<file path="config.mk">
export PLATFORM = sky130hd
export DESIGN_NAME = rfa_field_reg
export DESIGN_NICKNAME = d
export VERILOG_FILES = /design/src/rtl/rfa_pkg.sv /design/src/rtl/rfa_class_decode.sv /design/src/rtl/rfa_strap_capture.sv /design/src/rtl/rfa_field_reg.sv
export SDC_FILE = /design/constraint.sdc
export NUM_CORES = 1
export LEC_CHECK = 0
export ABC_AREA = 1
export ABC_CLOCK_PERIOD_IN_PS = 1100
export BUFFER_PORTS_ARGS = -buffer_cell sky130_fd_sc_hd__buf_2
export CAP_MARGIN = 5
export CORE_UTILIZATION = 35
export CTS_CLUSTER_DIAMETER = 60
export DETAILED_ROUTE_END_ITERATION = 8
export GPL_TIMING_DRIVEN = 0
export HOLD_SLACK_MARGIN = 0.06
export PLACE_DENSITY = 0.84
export SKIP_CTS_REPAIR_TIMING = 1
export SYNTH_ARGS = -nofsm -noshare
export SYNTH_HDL_FRONTEND = slang
export SYNTH_SLANG_ARGS = --single-unit
</file>
<file path="constraint.sdc">
create_clock -name clock_in -period 1.1 [get_ports clock_in]
set_input_delay 0 -clock clock_in [delete_from_list [all_inputs] [get_ports clock_in]]
set_output_delay 0 -clock clock_in [all_outputs]
set_load 0.02 [all_outputs]
</file>
<file path="src/rtl/rfa_pkg.sv">
// Package of field classes, widths and reset constants for the field access register
package rfa_pkg;

	// Register geometry
	localparam int unsigned REG_WIDTH = 32;

	// Per-bit access class codes (two bits per register bit)
	typedef enum logic [1:0] {
		RFA_CLASS_RW,
		RFA_CLASS_RO,
		RFA_CLASS_RSVD,
		RFA_CLASS_CLR
	} rfa_class_e;

	// Default class map: bits 7:0 read-write, 15:8 read-only, 23:16 reserved,
	// 24 software-clear-only, 31:25 reserved
	localparam logic [2*REG_WIDTH-1:0] CLASS_MAP_DEF = {
		{7{2'h2}}, 2'h3, {8{2'h2}}, {8{2'h1}}, {8{2'h0}}
	};

	// Read-only bits taken from configuration pins at reset ("externally set")
	localparam logic [REG_WIDTH-1:0] EXT_SET_MASK_DEF  = 32'h0000_F000;
	// Preset value for read-only bits not externally set
	localparam logic [REG_WIDTH-1:0] PRESET_VALUE_DEF  = 32'h0000_0000;
	// Reset value for read-write bits
	localparam logic [REG_WIDTH-1:0] RW_RESET_DEF      = 32'h0000_0000;
	// Read-only bits whose reset state is undefined (reset to the preset value but not flagged known)
	localparam logic [REG_WIDTH-1:0] UNDEF_MASK_DEF    = 32'h0000_0000;

	// All-zero word
	localparam logic [REG_WIDTH-1:0] ZERO_WORD = 32'h0000_0000;

endpackage

</file>
<file path="src/rtl/rfa_class_decode.sv">
// Per-bit decode of access class codes into write-path masks
`timescale 1ns/1ps
module rfa_class_decode
	import rfa_pkg::*;
#(
	parameter int unsigned WIDTH = REG_WIDTH
)(
	// Class map input
	input  wire logic [2*WIDTH-1:0] class_map_in,
	// Decoded masks
	output logic      [WIDTH-1:0]   rw_mask_out,
	output logic      [WIDTH-1:0]   ro_mask_out,
	output logic      [WIDTH-1:0]   rsvd_mask_out,
	output logic      [WIDTH-1:0]   clr_mask_out
);

	// One decoder per bit so every field gets its class behaviour in parallel
	for (genvar i = 0; i < WIDTH; i++) begin : g_bit
		assign rw_mask_out[i]  = (class_map_in[2*i +: 2] == RFA_CLASS_RW);
		assign ro_mask_out[i]  = (class_map_in[2*i +: 2] == RFA_CLASS_RO);
		assign rsvd_mask_out[i] = (class_map_in[2*i +: 2] == RFA_CLASS_RSVD);
		assign clr_mask_out[i]  = (class_map_in[2*i +: 2] == RFA_CLASS_CLR);
	end

endmodule // rfa_class_decode

</file>
<file path="src/rtl/rfa_strap_capture.sv">
// Captures external configuration straps after reset release
`timescale 1ns/1ps
module rfa_strap_capture
	import rfa_pkg::*;
#(
	parameter int unsigned WIDTH = REG_WIDTH
)(
	// Clock and reset
	input  wire logic             clock_in,
	input  wire logic             rst_n_in,
	// Strap pins
	input  wire logic [WIDTH-1:0] strap_in,
	// Captured value and done flag
	output logic      [WIDTH-1:0] strap_out,
	output logic                  strap_valid_out
);

	typedef struct packed {
		logic [WIDTH-1:0] sync1;
		logic [WIDTH-1:0] sync2;
		logic [WIDTH-1:0] value;
		logic [1:0]       cnt;
		logic             valid;
	} rfa_strap_s;

	rfa_strap_s st_q;
	rfa_strap_s st_d;

	// Pins are asynchronous: two flops, then wait for the sync to fill before latching
	always_comb
	begin
		st_d       = st_q;
		st_d.sync1 = strap_in;
		st_d.sync2 = st_q.sync1;
		if (!st_q.valid)
		begin
			if (st_q.cnt == 2'h2)
			begin
				st_d.value = st_q.sync2;
				st_d.valid = 1'b1;
			end
			else
			begin
				st_d.cnt = st_q.cnt + 2'h1;
			end
		end
	end

	// Synchronous reset takes constants only
	always_ff @(posedge clock_in)
	begin
		if (!rst_n_in)
			st_q <= '0;
		else
			st_q <= st_d;
	end

	assign strap_out       = st_q.value;
	assign strap_valid_out = st_q.valid;

endmodule // rfa_strap_capture

</file>
<file path="src/rtl/rfa_field_reg.sv">
// Control register whose fields obey per-bit access classes
`timescale 1ns/1ps
// What this block does
// - Read-write bits are readable and writable by software and hardware.
// - Hardware updates to read-write bits show on the next read.
// - Software writes to read-write bits show on every later read.
// - Read-only bits are constant or changed by hardware only.
// - Read-only bits reset to zero, preset or external value at power-up.
// - Externally set read-only bits load from configuration pins.
// - Undefined-reset read-only bits change only on their defined hardware update.
// - Software writes to read-only bits are discarded entirely.
// - Reads of read-only bits return the last hardware value.
// - Undefined-reset read-only bits may read unpredictable until first update.
// - Software writes to reserved bits are discarded with no effect.
// - Reserved bits always read as zero.
// - Reserved bits reset to zero.
// - A register write drops reserved parts but updates writable fields.
// - Clear-only bits ignore software ones; hardware may set or clear.
module rfa_field_reg
	import rfa_pkg::*;
#(
	parameter int unsigned           WIDTH        = REG_WIDTH,
	parameter logic [2*WIDTH-1:0]    CLASS_MAP    = CLASS_MAP_DEF,
	parameter logic [WIDTH-1:0]      EXT_SET_MASK = EXT_SET_MASK_DEF,
	parameter logic [WIDTH-1:0]      PRESET_VALUE = PRESET_VALUE_DEF,
	parameter logic [WIDTH-1:0]      RW_RESET     = RW_RESET_DEF,
	parameter logic [WIDTH-1:0]      UNDEF_MASK   = UNDEF_MASK_DEF
)(
	// Clock and reset
	input  wire logic             clock_in,
	input  wire logic             rst_n_in,
	// Software access (coprocessor register write and read)
	input  wire logic             sw_wr_in,
	input  wire logic [WIDTH-1:0] sw_wdata_in,
	input  wire logic             sw_rd_in,
	output logic      [WIDTH-1:0] sw_rdata_out,
	output logic                  sw_rvalid_out,
	// Hardware update port
	input  wire logic             hw_wr_in,
	input  wire logic [WIDTH-1:0] hw_wmask_in,
	input  wire logic [WIDTH-1:0] hw_wdata_in,
	// Configuration straps
	input  wire logic [WIDTH-1:0] strap_in,
	// Hardware view of the register
	output logic      [WIDTH-1:0] hw_value_out,
	output logic                  cfg_ready_out,
	output logic      [WIDTH-1:0] ro_known_out
);

	import rfa_pkg::*;

	// Decoded per-bit masks
	logic [WIDTH-1:0] rw_mask;
	logic [WIDTH-1:0] ro_mask;
	logic [WIDTH-1:0] rsvd_mask;
	logic [WIDTH-1:0] clr_mask;
	logic [WIDTH-1:0] strap_val;
	logic             strap_valid;

	rfa_class_decode #(
		.WIDTH (WIDTH)
	) u_decode (
		.class_map_in (CLASS_MAP),
		.rw_mask_out  (rw_mask),
		.ro_mask_out  (ro_mask),
		.rsvd_mask_out (rsvd_mask),
		.clr_mask_out  (clr_mask)
	);

	rfa_strap_capture #(
		.WIDTH (WIDTH)
	) u_strap (
		.clock_in        (clock_in),
		.rst_n_in        (rst_n_in),
		.strap_in        (strap_in),
		.strap_out       (strap_val),
		.strap_valid_out (strap_valid)
	);

	typedef struct packed {
		logic [WIDTH-1:0] value;
		logic [WIDTH-1:0] known;
		logic [WIDTH-1:0] rdata;
		logic             rvalid;
		logic             loaded;
		logic [WIDTH-1:0] hw_view;
	} rfa_state_s;

	rfa_state_s st_q;
	rfa_state_s st_d;

	// Masks gathered once so each bit's write rule is a simple select
	logic [WIDTH-1:0] sw_mask;
	logic [WIDTH-1:0] hw_mask;
	logic [WIDTH-1:0] ext_mask;

	always_comb
	begin
		// Software reaches read-write bits fully, clear-only bits only where it writes zero
		sw_mask = sw_wr_in ? (rw_mask | (clr_mask & ~sw_wdata_in)) : ZERO_WORD;
		// Hardware reaches every bit except reserved ones
		hw_mask = hw_wr_in ? (hw_wmask_in & ~rsvd_mask) : ZERO_WORD;
		// Strap-loaded read-only bits; the load below waits for the synchroniser to settle
		ext_mask = EXT_SET_MASK & ro_mask;
	end

	// Next-state logic: software first, hardware update wins on the same bit
	always_comb
	begin
		st_d = st_q;
		// Read-write bits take software data; clear-only bits take only zero
		st_d.value = (st_q.value & ~sw_mask) | (sw_wdata_in & sw_mask & rw_mask);
		// Read-only and reserved bits never see software data
		st_d.value = st_d.value & ~(sw_mask & (ro_mask | rsvd_mask));
		// One-shot strap load sits below hardware so a same-cycle update is not overwritten
		if (!st_q.loaded && strap_valid)
		begin
			st_d.value  = (st_d.value & ~ext_mask) | (strap_val & ext_mask);
			st_d.known  = st_d.known | ext_mask;
			st_d.loaded = 1'b1;
		end
		// Hardware has priority so a same-cycle event is not lost
		st_d.value = (st_d.value & ~hw_mask) | (hw_wdata_in & hw_mask);
		st_d.known = st_d.known | hw_mask;
		// Reserved bits are forced to zero whatever happens
		st_d.value = st_d.value & ~rsvd_mask;
		// Reads: reserved bits return zero, others the stored value
		st_d.rvalid = sw_rd_in;
		if (sw_rd_in)
			st_d.rdata = st_q.value & ~rsvd_mask;
		st_d.hw_view = st_d.value;
	end

	// Reset: read-write and read-only bits to their preset pattern, reserved to zero
	always_ff @(posedge clock_in)
	begin
		if (!rst_n_in)
		begin
			st_q.value   <= ((RW_RESET & rw_mask) | (PRESET_VALUE & ro_mask)) & ~rsvd_mask;
			st_q.known   <= ~(UNDEF_MASK & ro_mask) & ~EXT_SET_MASK;
			st_q.rdata   <= ZERO_WORD;
			st_q.rvalid  <= 1'b0;
			st_q.loaded  <= 1'b0;
			st_q.hw_view <= ZERO_WORD;
		end
		else
			st_q <= st_d;
	end

	// Outputs straight from flops; reads return the last hardware value for read-only bits
	assign sw_rdata_out  = st_q.rdata;
	assign sw_rvalid_out = st_q.rvalid;
	assign hw_value_out  = st_q.hw_view;
	assign cfg_ready_out = st_q.loaded;
	assign ro_known_out  = st_q.known;

endmodule // rfa_field_reg

</file>
# ---- Word level (Yosys, flattened, before mapping)
# Cells that the tools add are included.
dict set report totals {
  ff_bits 134
  latch_bits 0
  ramBits 0
  mem_bits_ro 0
  in_bits 133
  output_inout_bits 98
  memories 0
}
dict set report op_classes {
  add_sub_neg 1
  multipliers 0
  n_div 0
  n_lt_le_gt_ge 0
  n_eq_ne 1
  shifts 0
  mux 5
  bitwise 15
  reduce_logical 4
}
# op count
set op_table {}
lappend op_table {{25-bit AND} 4}
lappend op_table {{25-bit NOT} 3}
lappend op_table {{57-bit two-way mux} 1}
lappend op_table {{25-bit two-way mux} 2}
lappend op_table {{32-bit by 25-bit OR with 32-bit output} 1}
lappend op_table {{24-bit NOT with 25-bit output} 1}
lappend op_table {{25-bit by 16-bit OR with 25-bit output} 1}
lappend op_table {{25-bit OR} 1}
lappend op_table {{25-bit by 8-bit OR with 25-bit output} 1}
lappend op_table {{8-bit AND} 1}
lappend op_table {{2-bit AND reduction} 2}
lappend op_table {{2-bit by 1-bit adder with 2-bit output (second input constant)} 1}
lappend op_table {{2-bit == test (second input constant)} 1}
lappend op_table {{1-bit two-way mux} 2}
lappend op_table {{1-bit NOT} 2}
lappend op_table {{1-bit logical AND} 1}
lappend op_table {{1-bit zero test} 1}

# ---- Depth between registers and ports, before layout
# Gate-level depths: netlist of the first run.
dict set report logic_depth {
  ltp_word 10
  mapped_depth 5
  ltp_nobuf 5
}

# ---- Modules after synthesis
# From an unflattened synthesis of the first run, not the netlist that was laid out.
dict set report unflattened {
  hier_cells 1404
  hier_area_um2 9459.1
}
# mod instances cells_per_inst area_per_inst_um2 seq_area_each_um2
set by_module_without_submodules {}
lappend by_module_without_submodules {rfa_field_reg 1 724 5051.1 1961.9}
lappend by_module_without_submodules {rfa_strap_capture 1 456 3567.2 1981.9}
lappend by_module_without_submodules {rfa_class_decode 1 224 840.8 0.0}

# ---- Worst setup path after synthesis of the first run
# No wires, ideal clock.
dict set report synth_timing {
  path_type {register -> register}
  startpoint {reg u_strap.st_q[1] in the netlist's numbering}
  endpoint {reg u_strap.st_q[1] in the netlist's numbering}
  setup_time_ps 118
  arrival_ps 930
  required_time_ps 982
  path_slack_ps 52
  stages_incl_launch_ff 6
  period_less_slack_ps 1048
  path_cell_list {dfxtp_1 inv_1 ha_1 nor2_1 xor2_1 nor2_1}
}
dict set report synth_between {
  elab_chain_cells 3
}
# item line_no
set synth_lines {}
lappend synth_lines {{from (decl)} rfa_strap_capture.sv:26} ;# rfa_strap_s st_q;
lappend synth_lines {{from (signal assigned)} rfa_strap_capture.sv:55} ;# st_q <= st_d;
lappend synth_lines {{2-bit == test} rfa_strap_capture.sv:37} ;# if (st_q.cnt == 2'h2)
lappend synth_lines {{1-bit NOT (no source line)} -}
lappend synth_lines {{2-bit AND reduction (no source line)} -}
# Several ways; a longest one is shown, not always the timed one.
# A chain may end at the register's enable or synchronous reset.

# ---- Worst setup path after layout of the first run
dict set report layout_timing {
  startpoint {reg u_strap.st_q[1] in the netlist's numbering}
  endpoint {reg u_strap.st_q, in the netlist u_strap.strap_out[12]}
}
dict set report layout_between {
  elab_chain_cells 2
}
# item line_no
set layout_lines {}
lappend layout_lines {{2-bit == test} rfa_strap_capture.sv:37}
lappend layout_lines {{2-bit AND reduction (no source line)} -}
# Every way passes these cells.

==> results.yml, run 1 <==
global_route:
  antenna_found_initial: 0
  grtUsageMet3_pct: 5.64
  grtUsageMet2_pct: 26.1
  grt.total_usage_pct: 17.6
  grt.met1_usage_pct: 22.5
  grt_pass1_wl_um: 11100
  grt.overflow.total: 0
  top_usage_layer: "met2"
  first_global_vias: 2378
  grt_max_degree: 13
logic_synthesis:
  yosys.area.top_type: "dfxtp_1"
  synth_area_um2: 2750
  syn_avg_cell_area_um2: 7.88
  yosysWarnings: 0
  seq_area_frac_synth_pct: 49.5
  ys_seq_elements: 68
  netlist_instances: 349
  synth_cell_types: 22
  synth.top_cell.area_share_pct: 49.5
  yosys-top-cells-area: "dfxtp_1, buf_4, nand2_1"
cells_and_area:
  drive_gt1_share_pct: 33.3
  final_common_cell: "buf_2"
  fin_cells: 655
  n_fill_cell: 675
  stdcell_area_um2: 4270
  fin_util_pct: 57.7
  layout_common_cells: "buf_2, dfxtp_1, nand2_1"
  antenna_cells: 0
  nets: 685
  area_growth_syn_to_layout_pct: 55.3
setup_path:
  endpoint_kind: "flop"
  crit_fanout: 7
  r2r_start: "u_strap.st_q[1]"
  crit_path_max_incr_delay_ps: 300
  cpMaxStageDelayCell: "dfxtp_1"
  path_class: "reg2reg"
  worstPathArrival_ps: 1250
  r2r_end: "u_strap.strap_out[12]"
  r2r_cells: 5
  cp_cell_sequence: "inv_1 > ha_4 > nand2_2 > o21ai_0 > a21oi_1"
  startpoint_type: "flop"
  required_ps: 1340
  r2r_slack_ps: 80
timing:
  fin_crit_sh_pct: 92.4
  hold_ws_ps: 38.2
  period_minus_slack_ps: 1020
  fin_tns_setup_ps: 0
  hold_viol: 0
  fmax_ghz: 0.984
  layout_setup_ws_ps: 83.3
  finClkSkew_ps: 6.52
  finalSetupViolations: 0
  final_max_slew_viol_count: 0
  rsz0062_at_grt: "true"
placement:
  dp.cells: 593
  gp_congestion: 0.835
  pre_cts_slack_ps: -44.4
  hpwl_um: 5380
  port_buffers: 102
  place_area_um2: 3550
clock_tree:
  cts_buffer_depth: 2
  clock_sinks: 68
  root_buffer: "clkbuf_8"
  cts_buffers: 9
  cts_tree: "yes"
  clk_latency_ps: 350
  cts-htree-levels: 3
  clk_pin_slew_ps: 70
worst_hold_path:
  hold_path_end: "ro_known_out[14]"
  hp-class: "in2reg"
  min_delay_path_depth: 5
  min_from: "hw_wmask_in[14]"
route:
  vias: 2849
  wl_um: 8060
  viasPerCell: 4.35
  ant_nets: 0
  drt_iter0_markers: 81
  firstDrtPassIters: 4
  drcViolationCount: 0
  routedWlPerCell_um: 12.3
floorplanning:
  io_pins: 231
  core.rowCount: 31
  die-height_um: 90.6
  die-area_um2: 8220
  core_um2: 7410
  initial_core_util_pct: 37.1
  die_x_um: 90.6
power_and_ir_drop:
  vdd_drop_max_uv: 1020
  power.density_nw_per_um2: 1590
  power.leakage_nw: 2.20
  p_total_mw: 6.81
outcome:
  status: "finished clean"
job:
  maxCapViolations: 0
-- critical path: cells and delay by family, from the launching register on --
family / cells / cell delay, ps
flops: 1 / 300
compound gates: 2 / 210
fa+ha+maj: 1 / 180
buf+inv: 1 / 110
simple gates: 1 / 100
-- report_power, final --
group | total (mW) | switching (mW) | internal (mW)
Combinational | 1.51 | 0.880 | 0.634
Clock | 2.45 | 0.942 | 1.51
Sequential | 2.84 | 0.140 | 2.70
Total | 6.81 | 1.96 | 4.85
-- final cells by class --
type,count,area (µm²),share of cell area [%]
timing repair buffer,148,971,22.7
clock buffer,10,128,2.99
clock inverter,6,113,2.64
multi-input combinational,242,1060,24.8
buffer,58,422,9.87
tap,99,124,2.90
sequential,68,1360,31.9
inverter,24,92.6,2.17
-- worst max-delay path by stage --
stage	startpoint	to	slack (ps)	cells past startpoint
after floorplan	u_strap.st_q[1]	u_strap.st_q[1]	50	5
after global placement	u_strap.st_q[1]	u_strap.st_q[1]	-4	5
after detailed placement	u_strap.st_q[1]	u_strap.st_q[1]	-40	5
after CTS	u_strap.st_q[1]	u_strap.st_q[1]	-60	5
after global routing	u_strap.st_q[1]	u_strap.strap_out[14]	7	5
final	u_strap.st_q[1]	u_strap.strap_out[12]	80	5
-- cells in the mapped netlist --
library cell / count
dfxtp_1: 68
nor3b_1: 1
a21oi_2: 1
a31oi_1: 8
o21ai_0: 35
nor3_1: 1
a21oi_1: 12
nand3_1: 7
inv_4: 1
buf_6: 1
conb_1: 2
buf_4: 50
nand3_2: 1
o21ai_1: 4
xor2_1: 1
nor2_1: 58
ha_1: 1
nand2_2: 2
inv_1: 22
nand2_1: 65
buf_2: 7
inv_2: 1
-- kinds of logic (layout without fill, tap and decap cells) --
kind of cell | count (synthesis) | after routing | share of synthesized area [%]
compound gates | 60 | 60 | 11.4
simple gates | 135 | 135 | 19.3
xor+xnor | 1 | 1 | 0.319
other cells | 2 | 45 | 0.273
fa+ha+maj | 1 | 1 | 0.455
flops | 68 | 68 | 49.5
buf+inv | 82 | 246 | 18.7
-- routing by layer --
| layer | vias up | share of wire [%] |
|---|---|---|
| met5 | - | 0 |
| met4 | 0 | 3.8 |
| met3 | 28 | 6.8 |
| met2 | 138 | 48 |
| met1 | 1260 | 42 |
| li1 | 1423 | - |
(Power assumes the default switching activity.)
==> inputs of run 2 (changes only) <==
CORE_UTILIZATION = 50   (was 35)
PLACE_DENSITY = 0.85   (was 0.84)
SYNTH_HIERARCHICAL = 1   (was not set)
==> run 2 against run 1 <==
  * Register-to-register slack got worse by 20 ps
  * Global-route usage rose by 10 points
  * Clock power rose to 2.6 times the previous value
  * Worst setup slack got worse by 18 ps
  * Synthesized area rose by 140%
  * Power rose by 97%
  * Hold slack got worse by 16 ps
  * Critical path type unchanged
  * Largest cell class is now multi-input combinational cells
  * Largest power group is now the clock network
==> results.yml, run 2 <==
setup_path:
  crit_path_max_incr_delay_ps: 330
  crit_fanout: 4
  r2r_start: "u_strap/st_q[1]"
  endpoint_kind: "flop"
  r2r_cells: 6
  worstSetupPathDepth: 6
  cpMaxStageDelayCell: "dfxtp_2"
  critPathTopFamily: "flip-flops"
  required_ps: 1460
  cp_cell_sequence: "inv_1 > ha_2 > buf_4 > nand3_1 > nand2_1 > nor2_1"
  cp_num_buf_inv: 2
  r2r_end: "u_strap/strap_out[15]"
  r2r_slack_ps: 70
  startpoint_type: "flop"
  worstPathArrival_ps: 1390
  path_class: "reg2reg"
global_route:
  grt.overflow.total: 0
  antenna_found_initial: 0
  grt_pass1_wl_um: 28900
  grt_max_degree: 17
  grt.total_usage_pct: 28.1
  first_global_vias: 6569
route:
  drt_iter0_markers: 440
  ant_nets: 0
  routedWlPerCell_um: 11.4
  routed-wl-met3_um: 1340
  firstDrtPassIters: 5
  drcViolationCount: 0
  top_layer_used: "met4"
  wl_um: 19800
  wirelength_met1_um: 7990
  vias: 7446
  dr_wl_met2_um: 10100
  viasPerCell: 4.26
clock_tree:
  clk_latency_ps: 420
  cts_tree: "yes"
  cts-htree-levels: 4
  cts_buffers: 17
  clock_sinks: 113
  clk_pin_slew_ps: 50
  root_buffer: "clkbuf_16"
  cts_buffer_depth: 2
cells_and_area:
  final_common_cell: "conb_1"
  drive_gt1_share_pct: 22.3
  area_growth_syn_to_layout_pct: 53.5
  regArea_um2: 2270
  layout_common_cells: "conb_1, buf_2, nand2_1"
  stdcell_area_um2: 9990
  multi_input_area_um2: 4120
  nets: 1694
  n_fill_cell: 945
placement:
  hpwl_um: 13300
  gp_congestion: 0.865
  place_area_um2: 8670
  port_buffers: 198
worst_hold_path:
  min_delay_path_depth: 4
  hp-class: "in2reg"
  min_from: "sw_rd_in"
  hold_path_end: "sw_rdata_out[12]"
timing:
  period_minus_slack_ps: 1030
  fmax_ghz: 0.967
  final_max_slew_viol_count: 0
  finClkSkew_ps: 5.96
  hold_viol: 0
  finalSetupViolations: 0
  fin_crit_sh_pct: 94.1
floorplanning:
  core.rowCount: 41
  io_pins: 231
  core_um2: 12700
  die-area_um2: 13500
  initial_core_util_pct: 51.4
  die-height_um: 116
  die_x_um: 116
outcome:
  status: "finished clean"
power_and_ir_drop:
  p_total_mw: 13.4
  power.leakage_nw: 5.63
  vdd_drop_max_uv: 1420
  power.density_nw_per_um2: 1350
logic_synthesis:
  yosysWarnings: 6
  syn_avg_cell_area_um2: 6.32
  netlist_instances: 1029
  synth_area_um2: 6510
job:
  maxCapViolations: 0
run 2: worst max-delay path by stage:
| stage | start | slack, ps | endpoint |
|---|---|---|---|
| after floorplan | u_strap/st_q[1] | 4 | u_strap/strap_out[12] |
| after global placement | u_strap/st_q[1] | -40 | u_strap/st_q[2] |
| after detailed placement | u_strap/st_q[1] | -70 | u_strap/strap_out[13] |
| after CTS | u_strap/st_q[1] | -90 | u_strap/st_q[2] |
| after global routing | u_strap/st_q[1] | -0.07 | u_strap/strap_out[15] |
| final | u_strap/st_q[1] | 70 | u_strap/strap_out[15] |
run 2: per-layer routing:
metal / global-route usage [%] / vias up
met5: 0 / -
met4: 11.5 / 0
met3: 8.21 / 43
met2: 51.0 / 228
met1: 30.4 / 3247
li1: - / 3928
run 2: worst register-to-register path: stages (launching register included):
cell	delay [ps]
dfxtp_2	330
inv_1	50
ha_2	210
buf_4	150
nand3_1	70
nand2_1	60
nor2_1	110
run 2: stage by stage:
| step | hold slack (ps) | setup TNS (ps) | util [%] | worst slack (ps) | instances |
|---|---|---|---|---|---|
| after CTS | -251 | -552 | 73.9 | -88.5 | 1685 |
| after detailed placement | 185 | -372 | 68.4 | -70.8 | 1653 |
| after global routing | 71.7 | -0.0693 | 78.8 | -0.0693 | 1745 |
| final | 22.3 | 0 | 78.8 | 65.4 | 1746 |
| after global placement | 181 | -204 | 68.4 | -44.4 | 1653 |
| after floorplan | 97.6 | 0 | - | 4.47 | 1283 |
run 2: cell type report:
cell class	count	share of cell area [%]
Sequential cell	113	22.7
Inverter	205	7.71
Multi-Input combinational cell	922	41.3
Tap cell	172	2.16
Clock buffer	23	4.89
Timing Repair Buffer	259	16.0
Clock inverter	9	2.00
Buffer	42	3.22
Antenna cell	1	0.0251
run 2: power by group:
part | internal [mW] | switching, mW | total [mW] | leakage (nW)
Sequential | 4.33 | 0.161 | 4.49 | 0.921
Clock | 4.48 | 1.98 | 6.47 | 0.330
Combinational | 1.06 | 1.42 | 2.48 | 4.38
